==> src/common/dusp_pkg.sv <==
// What this block does
// - break, framing and parity flags are stored with each received character.
// - status read gives head-character flags in 7:5, then overrun, tx empty, tx ready, full, ready.
// - the reset error command clears the per-character flags shown in status.
// - in character mode a character's flags leave with it when the host pops it.
// - in block mode flags accumulate until error reset or receiver reset.
// - pin function bits 7..4 route tx ready B, tx ready A, rx int B, rx int A.
// - pin 3 field picks latch, counter output, B tx 1x clock or B rx 1x clock.
// - pin 2 field picks latch, A tx 16x clock, A tx 1x clock or A rx 1x clock.
// - each output latch bit drives its pin inverted, 1 means pin low.
// - auxiliary control bit 7 picks the first or second fixed baud table.
// - auxiliary bits 3..0 let input changes set interrupt status bit 7.
// - interrupt status bits 6 and 2 flag break changes on channels B and A.
// - interrupt status bit 3 flags the counter/timer terminal condition.
// - status bits 5,1 mirror rx ready/full, 4,0 tx ready; mask 0 turns off.
// - rx ready/full asserts when fill reaches 1, 3, 6 or 8 per level bits.
package dusp_pkg;
	// ---------------------------------------------------------------
	// register offsets
	// ---------------------------------------------------------------
	localparam logic [3:0] OFS_LINE_STAT_A = 4'h1;
	localparam logic [3:0] OFS_ISR_CLEAR   = 4'h2;
	localparam logic [3:0] OFS_RX_DATA_A   = 4'h3;
	localparam logic [3:0] OFS_AUX_IPC     = 4'h4;
	localparam logic [3:0] OFS_ISR_IMR     = 4'h5;
	localparam logic [3:0] OFS_LINE_STAT_B = 4'h9;
	localparam logic [3:0] OFS_RX_DATA_B   = 4'hb;
	localparam logic [3:0] OFS_PIN_FUNC    = 4'hd;
	localparam logic [3:0] OFS_BITS_SET    = 4'he;
	localparam logic [3:0] OFS_BITS_CLEAR  = 4'hf;
	// ---------------------------------------------------------------
	// field positions and reset values
	// ---------------------------------------------------------------
	localparam int         ACR_BAUD_SET_BIT = 7;
	localparam int         ISR_PORT_CHG_BIT = 7;
	localparam int         ISR_BRK_B_BIT    = 6;
	localparam int         ISR_CT_BIT       = 3;
	localparam int         ISR_BRK_A_BIT    = 2;
	localparam logic [7:0] ISR_STICKY_MASK  = 8'h00_cc;
	localparam logic [7:0] RST_AUX          = 8'h00_00;
	localparam logic [7:0] RST_MASK         = 8'h00_00;
	localparam logic [7:0] RST_PIN_FUNC     = 8'h00_00;
	localparam logic [7:0] RST_LATCH        = 8'h00_00;
	// ---------------------------------------------------------------
	// receive fill thresholds and pin 3/2 selections
	// ---------------------------------------------------------------
	localparam int         RX_FIFO_DEPTH = 8;
	localparam logic [3:0] RX_THR_0      = 4'h1;
	localparam logic [3:0] RX_THR_1      = 4'h3;
	localparam logic [3:0] RX_THR_2      = 4'h6;
	localparam logic [3:0] RX_THR_3      = 4'h8;
	localparam logic [1:0] PSEL_LATCH    = 2'h0;
	localparam logic [1:0] PSEL_ONE      = 2'h1;
	localparam logic [1:0] PSEL_TWO      = 2'h2;
endpackage : dusp_pkg

==> src/verilog/dusp_regs.sv <==
`timescale 1ns/10ps
`default_nettype none
module dusp_regs
	import dusp_pkg::*;
#(
	parameter int DEPTH = RX_FIFO_DEPTH
)
(
	input  wire logic             ref_clk,
	input  wire logic             nrst,
	input  wire logic             clk_en,
	input  wire logic [3:0]       reg_addr,
	input  wire logic [7:0]       reg_wdata,
	input  wire logic             reg_wr,
	input  wire logic             reg_rd,
	output logic      [7:0]       reg_rdata,
	input  wire logic [1:0]       rx_push,
	input  wire logic [1:0][7:0]  rx_char,
	input  wire logic [1:0][2:0]  rx_flags,
	input  wire logic [1:0]       block_err_mode,
	input  wire logic [1:0][1:0]  rx_level,
	input  wire logic [1:0]       err_reset,
	input  wire logic [1:0]       rx_reset,
	input  wire logic [1:0]       transmitter_empty,
	input  wire logic [1:0]       transmitter_ready,
	input  wire logic [1:0]       break_change,
	input  wire logic             ct_terminal,
	input  wire logic             ct_output,
	input  wire logic [3:0]       in_pin,
	input  wire logic             chan_a_transmit_clock_16x,
	input  wire logic             chan_a_transmit_clock,
	input  wire logic             chan_a_receive_clock,
	input  wire logic             chan_b_transmit_clock,
	input  wire logic             chan_b_receive_clock,
	output logic      [7:0]       out_pin,
	output logic                  baud_table_sel,
	output logic                  irq
);
	// stored entry is three flags over eight data bits; syncs cover nine pins
	localparam int FW    = 11;
	localparam int CW    = $clog2(DEPTH + 1);
	localparam int PW    = $clog2(DEPTH);
	localparam int NSYNC = 9;

	// every flop of the block but the two reset-release flops lives in this one record, registered in one place
	typedef struct packed {
		logic [7:0]                      rdata;
		logic [7:0]                      aux;
		logic [7:0]                      mask;
		logic [7:0]                      pin_func;
		logic [7:0]                      latch;
		logic [7:0]                      sticky;
		logic [7:0]                      pins;
		logic                            irq;
		logic [NSYNC-1:0]                sy_m;
		logic [NSYNC-1:0]                sy_s;
		logic [3:0]                      ip_q;
		logic [3:0]                      ip_delta;
		logic [1:0]                      warm;
		logic [1:0][DEPTH-1:0][FW-1:0]   mem;
		logic [1:0][PW-1:0]              wp;
		logic [1:0][PW-1:0]              rp;
		logic [1:0][CW-1:0]              cnt;
		logic [1:0]                      ovr;
		logic [1:0][2:0]                 acc;
	} dusp_state_t;

	dusp_state_t s;
	dusp_state_t n;
	logic        rst_m;
	logic        rst_n_s;

	// ---------------------------------------------------------------
	// reset release
	// ---------------------------------------------------------------
	// assertion is asynchronous, release passes two flops
	// so every state flop leaves reset on the same clean edge
	always_ff @(posedge ref_clk or negedge nrst)
	begin
		if (!nrst)
		begin
			rst_m   <= 1'b0;
			rst_n_s <= 1'b0;
		end
		else
		begin
			rst_m   <= 1'b1;
			rst_n_s <= rst_m;
		end
	end

	// ---------------------------------------------------------------
	// per-channel status views
	// ---------------------------------------------------------------
	logic [1:0][FW-1:0] head;
	logic [1:0][2:0]    flags;
	logic [1:0]         has_char;
	logic [1:0]         fifo_full;
	logic [1:0]         rx_int;
	logic [1:0][7:0]    line_stat;
	logic [1:0][3:0]    thr;

	// both channels are built alike; index 0 is channel a, 1 is channel b
	genvar ch;
	generate
		for (ch = 0; ch < 2; ch++)
		begin : g_chan
			assign head[ch]      = s.mem[ch][s.rp[ch]];
			assign has_char[ch]  = (s.cnt[ch] != '0);
			assign fifo_full[ch] = (s.cnt[ch] == CW'(DEPTH));
			assign flags[ch] = (has_char[ch] ? head[ch][FW-1:8] : 3'b000)
				| (block_err_mode[ch] ? s.acc[ch] : 3'b000);
			assign thr[ch] = (rx_level[ch] == 2'd0) ? RX_THR_0 :
				(rx_level[ch] == 2'd1) ? RX_THR_1 :
				(rx_level[ch] == 2'd2) ? RX_THR_2 : RX_THR_3;
			assign rx_int[ch] = (s.cnt[ch] >= CW'(thr[ch]));
			assign line_stat[ch] = {flags[ch], s.ovr[ch], transmitter_empty[ch],
				transmitter_ready[ch], fifo_full[ch], has_char[ch]};
		end
	endgenerate

	// ---------------------------------------------------------------
	// interrupt status word and pin selection
	// ---------------------------------------------------------------
	logic [7:0] isr_w;
	logic [7:0] pin_sel;
	logic [3:0] ip_now;

	// event bits latch until cleared; ready bits follow their live levels
	// live mirrors beside sticky bits
	assign isr_w = (s.sticky & ISR_STICKY_MASK)
		| {2'b00, rx_int[1], transmitter_ready[1], 2'b00, rx_int[0], transmitter_ready[0]};
	assign ip_now = s.sy_s[3:0];

	// clocks reach the pins through the synchronisers, so they lag by
	// three cycles; fine for baud clocks well below the reference rate
	always_comb
	begin
		// anything not routed below shows its latch bit
		pin_sel = s.latch;
		if (s.pin_func[7])
			pin_sel[7] = transmitter_ready[1];
		if (s.pin_func[6])
			pin_sel[6] = transmitter_ready[0];
		if (s.pin_func[5])
			pin_sel[5] = rx_int[1];
		if (s.pin_func[4])
			pin_sel[4] = rx_int[0];
		case (s.pin_func[3:2])
			PSEL_LATCH: pin_sel[3] = s.latch[3];
			PSEL_ONE:   pin_sel[3] = ct_output;
			PSEL_TWO:   pin_sel[3] = s.sy_s[7];
			default:    pin_sel[3] = s.sy_s[8];
		endcase
		case (s.pin_func[1:0])
			PSEL_LATCH: pin_sel[2] = s.latch[2];
			PSEL_ONE:   pin_sel[2] = s.sy_s[4];
			PSEL_TWO:   pin_sel[2] = s.sy_s[5];
			default:    pin_sel[2] = s.sy_s[6];
		endcase
	end

	// ---------------------------------------------------------------
	// next state
	// ---------------------------------------------------------------
	// a character leaves its fifo only through pop or a receiver reset; an empty fifo pops nothing
	logic [1:0] pop;
	logic [3:0] ip_change;
	logic       wr_hit;
	logic       rd_hit;
	int         i;

	always_comb
	begin
		n         = s;
		pop       = 2'b00;
		ip_change = 4'h0;
		wr_hit    = reg_wr;
		rd_hit    = reg_rd;
		n.rdata   = 8'h00_00;

		// pins pass two flops before anything looks at them
		n.sy_m = {chan_b_receive_clock, chan_b_transmit_clock, chan_a_receive_clock,
			chan_a_transmit_clock, chan_a_transmit_clock_16x, in_pin};
		n.sy_s = s.sy_m;
		n.ip_q = ip_now;
		// the synchroniser and the level copy come out of reset at zero, so the
		// first comparisons would see a false change on an input idling high;
		// detection waits until the warm-up count has run out
		if (s.warm != '1)
			n.warm = s.warm + 2'h1;
		if (s.warm == '1)
			ip_change = ip_now ^ s.ip_q;

		// register reads: data stands in the next cycle only
		if (rd_hit)
		begin
			case (reg_addr)
				OFS_LINE_STAT_A: n.rdata = line_stat[0];
				OFS_LINE_STAT_B: n.rdata = line_stat[1];
				// reading an empty fifo returns zero and leaves the pointers alone
				OFS_RX_DATA_A:
				begin
					n.rdata = has_char[0] ? head[0][7:0] : 8'h00_00;
					pop[0]  = has_char[0];
				end
				OFS_RX_DATA_B:
				begin
					n.rdata = has_char[1] ? head[1][7:0] : 8'h00_00;
					pop[1]  = has_char[1];
				end
				OFS_AUX_IPC:
				begin
					n.rdata    = {s.ip_delta, ip_now};
					n.ip_delta = 4'h0;
				end
				OFS_ISR_IMR: n.rdata = isr_w;
				default:     n.rdata = 8'h00_00;
			endcase
		end

		// register writes
		// one strobe at a time, so a read never meets a write in this cycle
		if (wr_hit)
		begin
			case (reg_addr)
				// baud table select lives in aux bit 7
				OFS_AUX_IPC:  n.aux      = reg_wdata;
				OFS_ISR_IMR:  n.mask     = reg_wdata;
				OFS_PIN_FUNC: n.pin_func = reg_wdata;
				OFS_BITS_SET:   n.latch = s.latch | reg_wdata;
				OFS_BITS_CLEAR: n.latch = s.latch & ~reg_wdata;
				OFS_ISR_CLEAR:  n.sticky = s.sticky & ~(reg_wdata & ISR_STICKY_MASK);
				// read-only and unused places ignore writes
				default:        n.latch = s.latch;
			endcase
		end

		// input changes: set after the read clear so an edge is never lost
		n.ip_delta = n.ip_delta | ip_change;
		if (|(ip_change & s.aux[3:0]))
			n.sticky[ISR_PORT_CHG_BIT] = 1'b1;
		if (break_change[1])
			n.sticky[ISR_BRK_B_BIT] = 1'b1;
		if (break_change[0])
			n.sticky[ISR_BRK_A_BIT] = 1'b1;
		if (ct_terminal)
			n.sticky[ISR_CT_BIT] = 1'b1;

		// receive FIFOs
		// a receiver reset outranks every other request of its channel
		for (i = 0; i < 2; i++)
		begin
			if (rx_reset[i])
			begin
				n.wp[i]  = '0;
				n.rp[i]  = '0;
				n.cnt[i] = '0;
				n.acc[i] = 3'b000;
				n.ovr[i] = 1'b0;
			end
			else
			begin
				if (err_reset[i])
				begin
					n.acc[i] = 3'b000;
					n.ovr[i] = 1'b0;
					n.mem[i][s.rp[i]][FW-1:8] = 3'b000;
				end
				else if (has_char[i])
					n.acc[i] = s.acc[i] | head[i][FW-1:8];
				if (pop[i])
				begin
					n.rp[i] = PW'(s.rp[i] + 1'b1);
				end
				// a full fifo still takes a push when a pop frees a slot this cycle
				if (rx_push[i] && (!fifo_full[i] || pop[i]))
				begin
					n.mem[i][s.wp[i]] = {rx_flags[i], rx_char[i]};
					n.wp[i] = PW'(s.wp[i] + 1'b1);
				end
				else if (rx_push[i])
					n.ovr[i] = 1'b1;
				// the count moves only when exactly one of push and pop happens
				if ((rx_push[i] && (!fifo_full[i] || pop[i])) && !pop[i])
					n.cnt[i] = CW'(s.cnt[i] + 1'b1);
				else if (pop[i] && !(rx_push[i]))
					n.cnt[i] = CW'(s.cnt[i] - 1'b1);
			end
		end

		n.pins = ~pin_sel;
		// registered, so irq trails its source by one cycle
		// mask gates each source
		n.irq  = |(isr_w & s.mask);
	end

	// ---------------------------------------------------------------
	// state register
	// ---------------------------------------------------------------
	always_ff @(posedge ref_clk or negedge rst_n_s)
	begin
		if (!rst_n_s)
		begin
			s          <= '0;
			s.aux      <= RST_AUX;
			s.mask     <= RST_MASK;
			s.pin_func <= RST_PIN_FUNC;
			s.latch    <= RST_LATCH;
			s.pins     <= ~RST_LATCH;
		end
		else if (clk_en)
		begin
			s <= n;
		end
	end

	// ---------------------------------------------------------------
	// outputs
	// ---------------------------------------------------------------
	// outputs straight from state
	assign reg_rdata      = s.rdata;
	assign out_pin        = s.pins;
	assign baud_table_sel = s.aux[ACR_BAUD_SET_BIT];
	assign irq            = s.irq;
endmodule : dusp_regs
`default_nettype wire

==> config.mk <==
export PLATFORM = sky130hd
export DESIGN_NAME = dusp_regs
export DESIGN_NICKNAME = d
export VERILOG_FILES = /design/src/common/dusp_pkg.sv /design/src/verilog/dusp_regs.sv
export SDC_FILE = /design/constraint.sdc
export NUM_CORES = 1
export LEC_CHECK = 0
export BUFFER_PORTS_ARGS = -buffer_cell sky130_fd_sc_hd__buf_2
export CORE_ASPECT_RATIO = 1.1
export CORE_MARGIN = 8
export CORE_UTILIZATION = 45
export DETAILED_ROUTE_END_ITERATION = 7
export PLACE_DENSITY_LB_ADDON = 0.08
export SLEW_MARGIN = 20
export SYNTH_ARGS = -nofsm -noshare
export SYNTH_HDL_FRONTEND = slang
export SYNTH_SLANG_ARGS = --single-unit
==> constraint.sdc <==
create_clock -name ref_clk -period 9.6 [get_ports ref_clk]
set_clock_uncertainty 0.05 [all_clocks]
set_input_delay 0 -clock ref_clk [delete_from_list [all_inputs] [get_ports ref_clk]]
set_output_delay 0 -clock ref_clk [all_outputs]
set_load 0.01 [all_outputs]
==> metrics <==
outcome=completed; CTS Hold Buffers Added=62; pre-CTS WS=6380 ps; VDD IR max=0.148 mV; Final Util=53.3%; hold path depth=5; area grow syn2layout=17.1%; final worst setup slack=6350 ps; Setup TNS=0 ps; Synth cell types=78; Post-Syn Nets=1221; CP peak stage delay=710 ps; EDFF count, synth=0; H-tree depth=2; synth warn=0; Reg clk slew, reported paths=60 ps; critical path cell sequence=or4_1 -> nand3_1 -> nand3_1 -> ha_1 -> a21o_1 -> a21o_1 -> and4_1 -> or4b_1 -> o211ai_1; IO Count=86; Main synth FF type=dfrtp_1; cell area after layout=16700 um2; placed inst area=14900 um2; Hold Crit Class=input pin to flip-flop; reg2reg setup slack=6350 ps; Max FO, Critical Path=8; static leakage=7.59 nW; CTS Buffer Depth=3; cell taking the most area after synthesis=dfrtp_1; Post-route DRC=0; post-synthesis sequential area ratio=50.0%; # setup viols final=0; internal power=2.76 mW; initial drt markers=608; row cnt=68; detailed-route via count=9398; fin crit period=3250 ps; f_max=308 MHz; max_cap viols=0; gp weighted congestion=0.787; Post-Synthesis Cell Area=14200 um2; Crit-path slowest cell=or4_1; uppermost layer routed=met4; final net count=1336; Placed Cells=1562; CTS resizes=0; family with the most delay on the worst path=simple AND/OR/NAND/NOR gates; Core ar.=31200 um2; fin crit share=33.9%; switch share=28.5%; asr flop ratio synth=100%; startpoint types=flip-flop; Max-slew headroom=29.3%; antenna violations before repair=0; DRT antenna net count=0; met2 wire length=16600 um; grt ovf=0; area fraction of the dominant cell type after synthesis=48.6%; CP bufs+invs=0; most frequent cells after synthesis=276 x dfrtp_1, 167 x mux2_2, 86 x nor2_1, 58 x mux2i_1, 55 x nand2_1; Post-Syn Instances=1126; buffers added on ports=85; data arrival time of the worst path=3610 ps; Crit. End Element=flip-flop; Flop pwr share=43.6%; Hold Violations, Final=0; Die Span Y=202 um; Via density=5.57; most frequent cell after synthesis=dfrtp_1; Worst-Margin Slew=1060 ps; R2R depth=9; final WL=35000 um; fraction of layout cells with a size suffix above 1=32.2%; clk root buf=clkbuf_16; combinational power share=23.0%; clk_lat worst skew=510 ps; critical setup path kind=flip-flop to flip-flop; routed wire length per instance=20.8 um; Ant. Diodes=0; RSZ-0062 raised after global routing=no; PD cells=232 nW/um2; WHS=32.4 ps; CTS tree=built; critical path depth in cells=9; CP Data Required Time=9960 ps; gr usage total=19.1%; Clk network pwr share=33.4%; Initial DRT Pass Iterations=5; die width=186 um; post-synthesis register bit count=284; NetSw=1.10 mW; Non-Filler Instances=1687; Final Max Tran Viols=0; vias in the first global route=9859; largest net degree at the start of global routing=174; global-route wire length before repair=56700 um; wire length on met1=16200 um; CTS Buf Count=34; postcts setup bufs=0; die area=37600 um2; top cells by area, synth=dfrtp_1 49%, mux2_2 13%, mux4_2 7.0%; post-synthesis average cell area=12.6 um2; HPWL after DPL=23200 um; clk sink count=284; met3 wire len=1600 um; Starting Density=45.5%; Final Power=3.86 mW
-- kinds of logic after synthesis --
group	synth area share [%]
XOR/XNOR	0.431
adder cells (fa/ha/maj)	2.48
flip-flops	50.0
AND/OR/NAND/NOR	8.49
buffers and inverters	4.07
AO/OA/AOI/OAI	8.60
other	0.0264
multiplexers	25.9
-- power by group through the flow --
stage               sequential [mW]  combinational, mW  clock, mW
floorplan                      1.65              0.689          0
global placement               1.69              0.852          0
detailed placement             1.70              0.871          0
CTS                            1.68              0.894       1.33
global route                   1.72              0.983       1.38
finish                         1.68              0.886       1.29
-- final cells by class --
class / count / area [um2]
multi-input cells: 729 / 6570
flip-flops and latches: 284 / 7120
clock buffers: 52 / 1050
repair buffers: 161 / 1180
clock inverters: 10 / 87.6
fillers: 2742 / 14600
well taps: 420 / 526
inverters: 31 / 116
-- sequential cells by signal, indices dropped and copies added, names as in the netlist, named ones only --
register,flops
reg_rdata,8
n,9
line_stat,2
rst_n_s,1
out_pin,8
baud_table_sel,1
s,241
rst_m,1
irq,1
ip_now,4
-- tightest hold or removal path, delay by kind of cell --
| kind | cells | cell delay (ps) |
|---|---|---|
| AND/OR/NAND/NOR | 3 | 280 |
| AO/OA/AOI/OAI | 1 | 100 |
| buffers and inverters | 1 | 160 |
-- per-layer routing --
layer,GRT usage (%),up-vias
met5,0,-
met4,4.86,0
met1,26.9,4796
li1,-,4361
met2,30.4,194
met3,2.99,47
-- final timing paths --
path                                   startpoint                  to
min in group asynchronous       rst_n_s$_DFF_PN0_  s[186]$_DFFE_PN0P_
worst min register to register  rst_n_s$_DFF_PN0_  s[186]$_DFFE_PN0P_
worst max-delay path             s[9]$_DFFE_PN0P_   s[11]$_DFFE_PN0P_
worst max register to register   s[9]$_DFFE_PN0P_   s[11]$_DFFE_PN0P_
max in group asynchronous       rst_n_s$_DFF_PN0_  s[148]$_DFFE_PN0P_
worst min-delay path                  reg_addr[1]  s[248]$_DFFE_PN0P_
-- cells in the final DEF, fill, tap and decap left out, types with 31 or more instances in the layout --
cell	synthesis	final
dfrtp_1	276	275
mux2_2	167	167
nor2_1	86	86
buf_2	21	85
dlygate4sd3_1	0	62
mux2i_1	58	58
nand2_1	55	55
mux4_2	44	44
clkbuf_16	0	37
a21oi_1	31	31
Power figures use the tool's default switching activity.
